==> config.mk <==
export PLATFORM = sky130hd
export DESIGN_NAME = afz_trip_logic
export DESIGN_NICKNAME = d
export VERILOG_FILES = /design/src/design/afz_pkg.sv /design/src/design/afz_trip_logic.sv
export SDC_FILE = /design/constraint.sdc
export NUM_CORES = 2
export LEC_CHECK = 0
export BUFFER_PORTS_ARGS = -buffer_cell sky130_fd_sc_hd__buf_2
export CORE_ASPECT_RATIO = 0.7
export CORE_MARGIN = 2
export CORE_UTILIZATION = 55
export CTS_CLUSTER_SIZE = 14
export DETAILED_ROUTE_END_ITERATION = 10
export PLACE_DENSITY = 0.73
export SYNTH_ARGS = -nofsm -noshare
export SYNTH_HDL_FRONTEND = slang
export SYNTH_SLANG_ARGS = --single-unit
export TNS_END_PERCENT = 100
==> constraint.sdc <==
create_clock -name clk -period 37.7 [get_ports clk]
set_input_delay 7.54 -clock clk [delete_from_list [all_inputs] [get_ports clk]]
set_output_delay 7.54 -clock clk [all_outputs]
set_load 0.02 [all_outputs]
==> src/design/afz_pkg.sv <==
package afz_pkg;
    // Register byte offsets
    localparam logic [11:0] OFS_CFG = 12'h000;
    localparam logic [11:0] OFS_LIVE = 12'h004;
    localparam logic [11:0] OFS_EVSTAT = 12'h008;
    localparam logic [11:0] OFS_EVMASK = 12'h00C;
    localparam logic [11:0] OFS_TIME = 12'h010;
    localparam logic [11:0] OFS_CNTCLR = 12'h014;
    localparam logic [11:0] OFS_SENSSTAT = 12'h018;
    localparam logic [11:0] OFS_ZCNT = 12'h020;
    localparam logic [11:0] OFS_GMASK = 12'h040;
    localparam logic [11:0] OFS_GCTRL = 12'h060;

    // Field positions
    localparam int CFG_IOUNITS_POS = 8;
    localparam int SENSSTAT_GROUP_POS = 4;
    localparam int CNTCLR_BLK_POS = 4;
    localparam int GMASK_PRESS_POS = 4;
    localparam int GCTRL_PHASE_POS = 1;
    localparam int GCTRL_RES_POS = 2;

    // Values after reset
    localparam logic [11:0] CFG_RST = 12'h000;
    localparam logic [25:0] EVMASK_RST = 26'h0000000;
    localparam logic [31:0] GMASK_RST = 32'h00000000;
    localparam logic [11:0] GCTRL_RST = 12'h000;

    // Time-stamp tick: 1 ms at a 4 ns clock
    localparam int MS_TIME_NS = 1000000;
    localparam int CLK_PERIOD_NS = 4;
    localparam int MS_CYCLES_DEF = MS_TIME_NS / CLK_PERIOD_NS;

    typedef struct packed {
        logic [3:0] light;
        logic [3:0] press;
        logic [11:0] present;
        logic arcBin;
        logic phaseOver;
        logic resOver;
        logic phaseBlock;
        logic resBlock;
        logic [3:0] zoneBlock;
        logic [3:0] ioUnits;
        logic [2:0] groupSel;
    } afz_pin_t;

    typedef struct packed {
        logic [3:0] light;
        logic [3:0] press;
        logic arcBin;
        logic phaseStart;
        logic resStart;
        logic phaseBlocked;
        logic resBlocked;
        logic [3:0] zoneTrip;
        logic [3:0] zoneBlocked;
        logic [3:0] sensorFault;
        logic ioFault;
    } afz_out_t;

    typedef struct packed {
        logic valid;
        logic [4:0] index;
        logic on;
        logic [31:0] stamp;
    } afz_event_t;
endpackage

==> src/design/afz_trip_logic.sv <==
// Function
// Four sensor channels, each taking up to three light or pressure sensors.
// With current enabled, a zone trips only on light and overcurrent together.
// Eight setting groups, active one chosen by one common select input.
// Per-channel light output follows that channel's light detection.
// Per-channel pressure output follows that channel's pressure detection.
// Arc binary input status follows the energized arc binary input.
// Phase and residual start outputs when each current exceeds its limit.
// Phase or residual blocked output when that current is blocked by input.
// Zone trip when light, or light plus enabled current, conditions hold.
// Blocking input turns a zone trip into the zone blocked output.
// Sensor fault per channel when detected and configured counts differ.
// I/O unit fault when found and configured external unit counts differ.
// Each change of the 26 outputs emits a time-stamped ON or OFF event; a bit re-toggled while pending gives one event, at its latest level.
// Event time stamps count in milliseconds.
// Per-zone cumulative trip and blocked counters, clearable on request.
// Configured sensor count 0 to 3; status 0 OK, 1 configuration fault.
// Enabled current channel adds an over-limit current need to light.
// Per-zone enable and light and pressure channel masks, ORed detections.
//
// The register addresses and the APB slave port are this design's own decisions.
`timescale 1ns/1ps
module afz_trip_logic
    import afz_pkg::*;
#(
    parameter int MS_CYCLES = MS_CYCLES_DEF,
    parameter int CNT_W = 16
) (
    // Clock and reset
    input wire logic clk,
    input wire logic rst,
    // APB slave
    input wire logic psel,
    input wire logic penable,
    input wire logic pwrite,
    input wire logic [11:0] paddr,
    input wire logic [31:0] pwdata,
    output logic [31:0] prdata,
    output logic pready,
    output logic pslverr,
    // Sensor and field pins
    input wire afz_pin_t pinIn,
    // Protection outputs
    output afz_out_t sigOut,
    // Event stream to the common event buffer
    output afz_event_t eventOut,
    // Interrupt
    output logic irq
);

    // Divider needs two cycles; count readback packs 16 bits
    if (MS_CYCLES < 2 || CNT_W < 1 || CNT_W > 16) begin : g_paramCheck
        $error("afz_trip_logic: unsupported parameter values");
    end

    localparam int NOUT = $bits(afz_out_t);

    // Pin synchronisers
    logic [$bits(afz_pin_t)-1:0] syncA_reg;
    logic [$bits(afz_pin_t)-1:0] syncB_reg;
    afz_pin_t pins;

    always_ff @(posedge clk or posedge rst) begin
        if (rst) begin
            syncA_reg <= '0;
            syncB_reg <= '0;
        end else begin
            syncA_reg <= pinIn;
            syncB_reg <= syncA_reg;
        end
    end
    assign pins = afz_pin_t'(syncB_reg);

    // Software state
    logic [11:0] cfg_reg;
    logic [25:0] evMask_reg;
    logic [25:0] evStat_reg;
    logic [31:0] gMask_reg [8];
    logic [11:0] gCtrl_reg [8];
    logic [CNT_W-1:0] tripCnt_reg [4];
    logic [CNT_W-1:0] blkCnt_reg [4];
    logic [2:0] actGroup_reg;
    logic [31:0] msTime_reg;
    logic [31:0] msDiv_reg;

    // APB handshake
    logic pready_reg;
    logic [31:0] prdata_reg;
    logic pslverr_reg;
    logic xferDone;
    logic wrDone;
    logic rdDone;
    logic [31:0] rdData;
    logic rdHit;
    logic [2:0] idx;

    assign xferDone = psel && penable && pready_reg;
    assign wrDone = xferDone && pwrite && rdHit;
    assign rdDone = xferDone && !pwrite;
    assign idx = paddr[4:2];

    // Active setting group
    logic [31:0] gm;
    logic [11:0] gc;

    // common group select
    always_ff @(posedge clk or posedge rst) begin
        if (rst) begin
            actGroup_reg <= 3'h0;
        end else begin
            actGroup_reg <= pins.groupSel;
        end
    end
    assign gm = gMask_reg[actGroup_reg];
    assign gc = gCtrl_reg[actGroup_reg];

    // Output formation
    afz_out_t outNext;
    afz_out_t out_reg;
    logic [3:0] zoneCond;

    genvar c;
    generate
        for (c = 0; c < 4; c++) begin : g_ch
            logic [1:0] found;
            // count present sensors
            assign found = 2'({1'b0, pins.present[3*c]}) + 2'({1'b0, pins.present[3*c+1]})
                + 2'({1'b0, pins.present[3*c+2]});
            // light detected
            assign outNext.light[c] = pins.light[c];
            // pressure detected
            assign outNext.press[c] = pins.press[c];
            // count mismatch
            assign outNext.sensorFault[c] = found != cfg_reg[2*c+:2];
        end
        for (c = 0; c < 4; c++) begin : g_zone
            logic lightCond;
            logic curOk;
            // masked channel OR
            assign lightCond = |(gm[8*c+:4] & pins.light) | |(gm[8*c+GMASK_PRESS_POS+:4] & pins.press);
            // current qualification
            assign curOk = (!gc[3*c+GCTRL_PHASE_POS] || pins.phaseOver)
                && (!gc[3*c+GCTRL_RES_POS] || pins.resOver);
            // zone conditions
            assign zoneCond[c] = gc[3*c] && lightCond && curOk;
            assign outNext.zoneTrip[c] = zoneCond[c] && !pins.zoneBlock[c];
            // blocked instead of trip
            assign outNext.zoneBlocked[c] = zoneCond[c] && pins.zoneBlock[c];
        end
    endgenerate

    // arc binary input
    assign outNext.arcBin = pins.arcBin;
    // current starts
    assign outNext.phaseStart = pins.phaseOver && !pins.phaseBlock;
    assign outNext.resStart = pins.resOver && !pins.resBlock;
    // current blocked
    assign outNext.phaseBlocked = pins.phaseOver && pins.phaseBlock;
    assign outNext.resBlocked = pins.resOver && pins.resBlock;
    // unit count mismatch
    assign outNext.ioFault = pins.ioUnits != cfg_reg[CFG_IOUNITS_POS+:4];

    always_ff @(posedge clk or posedge rst) begin
        if (rst) begin
            out_reg <= '0;
        end else begin
            out_reg <= outNext;
        end
    end
    assign sigOut = out_reg;

    // Change detection
    logic [25:0] change;
    assign change = outNext ^ out_reg;

    // millisecond time base
    always_ff @(posedge clk or posedge rst) begin
        if (rst) begin
            msDiv_reg <= 32'h00000000;
            msTime_reg <= 32'h00000000;
        end else if (msDiv_reg == 32'(MS_CYCLES - 1)) begin
            msDiv_reg <= 32'h00000000;
            msTime_reg <= msTime_reg + 32'h00000001;
        end else begin
            msDiv_reg <= msDiv_reg + 32'h00000001;
        end
    end

    // Event queue: one pending bit per output, lowest index first
    logic [25:0] pend_reg;
    logic [25:0] pendOn_reg;
    logic [25:0] grant;
    logic [4:0] grantIdx;
    afz_event_t event_reg;

    assign grant = pend_reg & (~pend_reg + 26'h0000001);

    always_comb begin
        grantIdx = 5'h00;
        for (int i = NOUT - 1; i >= 0; i--) begin
            if (pend_reg[i]) begin
                grantIdx = 5'(i);
            end
        end
    end

    // Re-toggled bit keeps only its latest level
    // pending event capture
    always_ff @(posedge clk or posedge rst) begin
        if (rst) begin
            pend_reg <= '0;
            pendOn_reg <= '0;
        end else begin
            pend_reg <= (pend_reg & ~grant) | change;
            pendOn_reg <= (pendOn_reg & ~change) | (change & outNext);
        end
    end

    // event emission
    always_ff @(posedge clk or posedge rst) begin
        if (rst) begin
            event_reg <= '0;
        end else begin
            event_reg.valid <= |pend_reg;
            event_reg.index <= grantIdx;
            event_reg.on <= pendOn_reg[grantIdx];
            event_reg.stamp <= msTime_reg;
        end
    end
    assign eventOut = event_reg;

    // zone counters
    genvar z;
    generate
        for (z = 0; z < 4; z++) begin : g_cnt
            logic tripEdge;
            logic blkEdge;
            logic clrTrip;
            logic clrBlk;
            assign tripEdge = outNext.zoneTrip[z] && !out_reg.zoneTrip[z];
            assign blkEdge = outNext.zoneBlocked[z] && !out_reg.zoneBlocked[z];
            assign clrTrip = wrDone && paddr == OFS_CNTCLR && pwdata[z];
            assign clrBlk = wrDone && paddr == OFS_CNTCLR && pwdata[CNTCLR_BLK_POS+z];
            // Clear with a same-cycle edge leaves one
            always_ff @(posedge clk or posedge rst) begin
                if (rst) begin
                    tripCnt_reg[z] <= '0;
                end else if (clrTrip) begin
                    tripCnt_reg[z] <= tripEdge ? CNT_W'(1) : '0;
                end else if (tripEdge && tripCnt_reg[z] != '1) begin
                    tripCnt_reg[z] <= tripCnt_reg[z] + CNT_W'(1);
                end
            end
            always_ff @(posedge clk or posedge rst) begin
                if (rst) begin
                    blkCnt_reg[z] <= '0;
                end else if (clrBlk) begin
                    blkCnt_reg[z] <= blkEdge ? CNT_W'(1) : '0;
                end else if (blkEdge && blkCnt_reg[z] != '1) begin
                    blkCnt_reg[z] <= blkCnt_reg[z] + CNT_W'(1);
                end
            end
        end
    endgenerate

    // Interrupt status: set wins over read clear
    logic irq_reg;
    always_ff @(posedge clk or posedge rst) begin
        if (rst) begin
            evStat_reg <= '0;
        end else if (rdDone && paddr == OFS_EVSTAT) begin
            // Clear only what the read reported
            evStat_reg <= (evStat_reg & ~prdata_reg[25:0]) | change;
        end else begin
            evStat_reg <= evStat_reg | change;
        end
    end

    always_ff @(posedge clk or posedge rst) begin
        if (rst) begin
            irq_reg <= 1'b0;
        end else begin
            irq_reg <= |(evStat_reg & evMask_reg);
        end
    end
    assign irq = irq_reg;

    // Register writes
    always_ff @(posedge clk or posedge rst) begin
        if (rst) begin
            cfg_reg <= CFG_RST;
            evMask_reg <= EVMASK_RST;
        end else if (wrDone) begin
            if (paddr == OFS_CFG) begin
                cfg_reg <= pwdata[11:0];
            end
            if (paddr == OFS_EVMASK) begin
                evMask_reg <= pwdata[25:0];
            end
        end
    end

    genvar g;
    generate
        for (g = 0; g < 8; g++) begin : g_grp
            always_ff @(posedge clk or posedge rst) begin
                if (rst) begin
                    gMask_reg[g] <= GMASK_RST;
                    gCtrl_reg[g] <= GCTRL_RST;
                end else if (wrDone && idx == 3'(g)) begin
                    if (paddr[11:5] == OFS_GMASK[11:5]) begin
                        gMask_reg[g] <= pwdata;
                    end
                    if (paddr[11:5] == OFS_GCTRL[11:5]) begin
                        gCtrl_reg[g] <= pwdata[11:0];
                    end
                end
            end
        end
    endgenerate

    // Read decode
    always_comb begin
        rdData = 32'h00000000;
        rdHit = 1'b1;
        if (paddr[1:0] != 2'h0) begin
            rdHit = 1'b0;
        end else if (paddr == OFS_CFG) begin
            rdData = {20'h00000, cfg_reg};
        end else if (paddr == OFS_LIVE) begin
            rdData = {6'h00, out_reg};
        end else if (paddr == OFS_EVSTAT) begin
            rdData = {6'h00, evStat_reg};
        end else if (paddr == OFS_EVMASK) begin
            rdData = {6'h00, evMask_reg};
        end else if (paddr == OFS_TIME) begin
            rdData = msTime_reg;
        end else if (paddr == OFS_CNTCLR) begin
            rdData = 32'h00000000;
        end else if (paddr == OFS_SENSSTAT) begin
            rdData = {25'h0000000, actGroup_reg, out_reg.sensorFault};
        end else if (paddr[11:4] == OFS_ZCNT[11:4]) begin
            rdData = {16'(blkCnt_reg[idx[1:0]]), 16'(tripCnt_reg[idx[1:0]])};
        end else if (paddr[11:5] == OFS_GMASK[11:5]) begin
            rdData = gMask_reg[idx];
        end else if (paddr[11:5] == OFS_GCTRL[11:5]) begin
            rdData = {20'h00000, gCtrl_reg[idx]};
        end else begin
            rdHit = 1'b0;
        end
    end

    // One wait state: data registered, then pready
    always_ff @(posedge clk or posedge rst) begin
        if (rst) begin
            pready_reg <= 1'b0;
            prdata_reg <= 32'h00000000;
            pslverr_reg <= 1'b0;
        end else if (psel && penable && !pready_reg) begin
            pready_reg <= 1'b1;
            prdata_reg <= pwrite ? 32'h00000000 : rdData;
            pslverr_reg <= !rdHit;
        end else begin
            pready_reg <= 1'b0;
            prdata_reg <= 32'h00000000;
            pslverr_reg <= 1'b0;
        end
    end
    assign pready = pready_reg;
    assign prdata = prdata_reg;
    assign pslverr = pslverr_reg;

endmodule // afz_trip_logic

Yosys cells after proc, flatten, opt, wreduce, memory -nomap -nowiden
Index checks and enable logic that the tools add are counted.
W data, S select, Z words.

word-level totals
  register bits after elaboration = 835
  bits of input ports = 85
  logic and storage cells = 370

operators by class
  add/sub/neg operators = 19
  order comparisons = 4
  equal/unequal tests = 30
  multiplexer cells = 98
  bitwise gates (word level) = 30
  reduce and logical (&&, ||, !) cells = 136

operators with widths
  operator                 number
  $mux W32                 17
  $mux W16                 20
  $bmux W32 S3             2
  $and A26 B26 Y26         6
  $mux W5                  26
  $add A16 B1 Y16 const B  8
  $ne A16 B16 Y1 const B   8
  $not A26 Y26             4
  $or A26 B26 Y26          4
  $bmux W12 S3             2
  $add A32 B1 Y32 const B  2
  $bmux W16 S2             2
  $logic_and A1 B1 Y1      64
  $mux W12                 5
  $reduce_or A26 Y1        2
  $eq A12 B5 Y1 const B    3
  $reduce_and A2 Y1        18
  $and A4 B4 Y4            8
  $eq A32 B18 Y1 const B   1
  $reduce_or A4 Y1         8
  $add A26 B1 Y26 const B  1
  $mux W26                 1
  $xor A26 B26 Y26         1
  $logic_not A1 Y1         25
  23 further kinds         79

Longest topological paths before layout
  word-level depth = 28
  gate-level depth with buffers = 19
  depth with buffers taken out = 15

Worst setup path before layout
OpenSTA, ideal clock, no wires.

  path type = input port to flip-flop
  start point = input paddr[2]
  end point = register prdata_reg[16], in the netlist prdata[16]
  arrival = 9502 ps
  setup slack = 28061 ps
  cell stages on the path = 9
  cell sequence = buf_4 buf_4 buf_2 buf_2 mux4_2 mux2_2 a22o_1 a221oi_1 a21oi_1

on the way
  cells in the longest elaborated chain, start to end = 16
  elaborated cells on any way between the ends = 27

ends and longest elaborated chain
  element                                      RTL line               RTL
  start: declaration                           afz_trip_logic.sv:36   input wire logic [11:0] paddr,
  $not A3 Y4 (implied by the code)             afz_trip_logic.sv:345  rdData = gMask_reg[idx];
  $bmux W32 S3                                 afz_trip_logic.sv:345
  $mux W32 (implied by the code) (2 in a row)  afz_trip_logic.sv:345
  $mux W32                                     afz_trip_logic.sv:344  end else if (paddr[11:5] == OFS_GMASK[11:5]) begin
  $mux W32                                     afz_trip_logic.sv:342  end else if (paddr[11:4] == OFS_ZCNT[11:4]) begin
  $mux W32                                     afz_trip_logic.sv:340  end else if (paddr == OFS_SENSSTAT) begin
  $mux W32                                     afz_trip_logic.sv:338  end else if (paddr == OFS_CNTCLR) begin
  $mux W32                                     afz_trip_logic.sv:336  end else if (paddr == OFS_TIME) begin
  $mux W32                                     afz_trip_logic.sv:334  end else if (paddr == OFS_EVMASK) begin
  $mux W32                                     afz_trip_logic.sv:332  end else if (paddr == OFS_EVSTAT) begin
  $mux W32                                     afz_trip_logic.sv:330  end else if (paddr == OFS_LIVE) begin
  $mux W32 *                                   afz_trip_logic.sv:328  end else if (paddr == OFS_CFG) begin
  $mux W32 *                                   afz_trip_logic.sv:326  if (paddr[1:0] != 2'h0) begin
  $mux W32 *                                   afz_trip_logic.sv:361  prdata_reg <= pwrite ? 32'h00000000 : rdData;
  $mux W32 *                                   afz_trip_logic.sv:359  end else if (psel && penable && !pready_reg) begin
  end signal: assignment                       afz_trip_logic.sv:361
  end: declaration                             afz_trip_logic.sv:88   logic [31:0] prdata_reg;

Mark *: on every way between the ends. The rest lies on a longest branch, timed or not. The select of a mux whose other input is x is not followed.
A chain may end at the register's enable or synchronous reset.

==> key figures <==
Critical path
  – Critical path peak fanout: 191
  – Critical Path End: actGroup_reg[0]
  – FF-to-FF path depth: 15
  – Nature of the critical path endpoint: async pin
  – Critical path class: input pin to async pin
  – Crit path from: rst
  – Critical path launch point type: input pin
  – Reg2reg setup slack: between 30 and 40 ns
  – Reg-to-reg critical path startpoint: actGroup_reg[0]
  – Worst EP required: approximately 38 ns
  – RR Endpoint: tripCnt_reg[47]
  – Worst Path Arrival: roughly 12 ns

Routing
  – DR iter-0 viols: 3480
  – Post-Route WL: 116000 um
  – Final ANT Viol Nets: 0
  – Pre-Repair DR Iteration Count: 6
  – Drt wl/cell: around 28 um
  – Remaining DRCs: 0
  – Avg Vias per Cell: ~6.5
  – Via count: 27.4k

Layout
  – Max reg flops: roughly 260
  – Register area: about 21000 um^2
  – Share of cells above drive strength 1: a little under a third
  – Fill count: 5415
  – Area Overhead vs Synth: 11.2%
  – Multi-input logic area: around 18000 um^2
  – Final layout net count: 3287

Job
  – Max-Cap Viols: 0

Synthesis
  – EDFF count, synth: 0
  – Ys flop type: dfrtp_1
  – Ys Warns: 0
  – Register bit total from synthesis: between 800 and 900
  – Top cell type's share of synthesized area: ~53%
  – Ys async rst share: 100%
  – Syn nets: between 3k and 4k
  – Largest family of logic cells by synthesized area: multiplexers
  – Mapped Avg Cell Area: ~13 um^2
  – Post-synthesis cell type with the largest combined area: dfrtp_1
  – Compound-Gate Fraction of Synth Area: 5.30%
  – Mux contribution to synthesized area: 24.5%
  – Cell variety after synth: 79
  – Synth Area in XOR/XNOR: 4.36%
  – Synthesized area: approximately 40000 um^2
  – Post-synthesis sequential area ratio: 52.6%
  – Simple-Gate Fraction of Synth Area: around a tenth
  – Area contributors post-synth: dfrtp_1, mux4_2, mux2_2, nand2_1, xnor2_1
  – Syn Inst Count: 3046
  – Post-synthesis adder-cell area fraction: approximately 1.1%

STA
  – Final min period: roughly 11 ns
  – Fraction of the cycle the final worst path needs: between 30% and 40%
  – Worst-margin pin slew: 1.29 ns
  – Pins over their slew limit: 0
  – Clock skew: approximately 0.032 ns
  – RSZ-0062 raised after global routing: no
  – Fin. Hold Viols: 0
  – Fmax: around 0.088 GHz
  – WHS: between 0.3 and 0.4 ns
  – Setup TNS Final: 0 ns
  – Final setup viols: 0
  – Rel. slew slack: approximately 14%

Global routing
  – GR Layer Usage met2: between 40% and 50%
  – Antenna violations before repair: 10
  – Grt met1 use: a little under half
  – Vias in the first global route: about 28k
  – Most Crowded Layer GR: met2
  – Gr usage total: about a third
  – First-pass GRT wire length: about 180000 um
  – Grt met3 use: around a tenth
  – Gr ovfl total: 0
  – Largest net degree at the start of global routing: around 190

Clocking
  – Resized Gates After CTS: 0
  – CTS root buf: clkbuf_16
  – Clock Latency Late Sink: about 0.65 ns
  – Reg clk slew, reported paths: about 0.06 ns
  – Inserted Clock Buffers: 80
  – Clk buf depth: 3
  – Hold Buf Count CTS: 0
  – CTS tree: done
  – TritonCTS Sinks: around 840
  – CTS H-Tree Depth: 3
  – Post-CTS setup buffer count: 0

Power and ir drop
  – Total power: approximately 1900 uW
  – PD cells: roughly 43 nW/um^2
  – Maximum vdd drop: roughly 0.000035 V
  – P_leak: 0.0197 uW

Die
  – FP Rows: between 80 and 90
  – # IOs: about 190
  – DIE HEIGHT: approximately 230 um
  – Die W: between 300 and 400 um
  – Core box area: 71500 um^2
  – Starting Density: about 56%
  – Die Area: 74500 um^2

Placement
  – GP Congestion: between 0.9 and 1
  – IO Port Bufs: roughly 180
  – Hpwl dp: 80500 um

Min path
  – Hold Startpoint: syncA_reg[25]
  – Hold/Removal Path Class: flop to flop

Status
  – Outcome: complete, no violations
[placed cells by master (no fill, tap or decap), types with 18 or more instances in the layout]
cell type,netlist,routed
mux4_2,211,211
mux2_2,412,412
nor3_1,32,31
nand4_1,56,56
mux2i_1,31,31
nor2_1,209,205
xnor2_1,105,105
and4_1,20,20
dfrtp_1,835,832
inv_1,73,72
a221oi_1,29,29
nand2_1,251,251
nand3_1,76,75
o211ai_1,19,19
o21ai_0,75,75
buf_4,20,36
nor2b_1,19,19
xor2_1,93,93
and3_1,29,29
a22oi_1,41,41
a21oi_1,42,42
ha_1,18,18
clkbuf_16,0,84
buf_2,74,182
[kinds of logic after synthesis]
group | after synthesis
xor gates and xnor gates | 198
and+or+nand+nor | 776
buffers and inverters | 243
adders and majority gates | 37
muxes | 657
DFF | 835
AOI/OAI and AO/OA | 300
[layer usage]
metal  vias up  share of wire [%]
met5         -              0.043
met4         8                3.7
met3       261                 11
met2      1443                 44
met1     14317                 41
li1      11402                  -
[final cells by class]
type	count	share of cell area (%)
well taps	966	2.74
multi-input cells	1968	40.3
inverters	73	0.637
repair buffers	222	2.82
clock buffers	117	5.40
clock inverters	27	0.759
flip-flops and latches	835	47.3
diodes	4	0.0227
[how the worst min path moves through the flow]
| stage | endpoint | slack, ns | depth (start not counted) |
|---|---|---|---|
| 2_1_floorplan | actGroup_reg[0] | 0.33 | 0 |
| 3_3_place_gp | actGroup_reg[0] | 0.33 | 0 |
| 3_5_place_dp | pins[13] | 0.33 | 0 |
| 4_1_cts | pins[2] | 0.35 | 0 |
| 5_1_grt | pins[21] | 0.35 | 0 |
| 6_report | pins[25] | 0.35 | 0 |
[critical path: stages]
cell and delay [ns]:
buf_2 0.13, inv_8 0.43, buf_4 0.90, buf_12 0.72, buf_4 0.93, buf_4 0.86
[stage by stage]
step           std cells  instance area [um^2]  util [%]  setup slack [ns]
3_3_place_gp        4064                 41500      58.0             25.73
2_1_floorplan       3046                 39800         -              6.70
3_5_place_dp        4064                 41500      58.0             25.48
4_1_cts             4208                 44200      61.8             26.13
6_report            4212                 44200      61.8             26.29
5_1_grt             4211                 44200      61.8             25.53
[synth_stat cells (all sizes together), types with 5 or more instances]
cell type / number
dfrtp: 835
mux2: 415
nand2: 251
nor2: 212
mux4: 211
buf: 112
xnor2: 105
xor2: 93
nand3: 76
o21ai: 76
inv: 73
clkbuf: 58
nand4: 57
a21oi: 42
a22oi: 41
nor3: 37
mux2i: 31
a221oi: 29
and3: 29
and4: 20
nor2b: 19
o211ai: 19
ha: 18
nand2b: 17
and2: 15
maj3: 15
o31ai: 14
nor4: 13
a21o: 11
a22o: 10
or3: 10
a222oi: 8
o221ai: 8
o311ai: 6
a221o: 5
[where the power goes]
part           internal (uW)  leakage [uW]  switching (uW)
sequential               908        0.0104            14.6
combinational           36.2       0.00793            75.0
clock                    488       0.00135             357
total                   1430        0.0197             447
No activity file was read; power rests on OpenSTA's default activity.
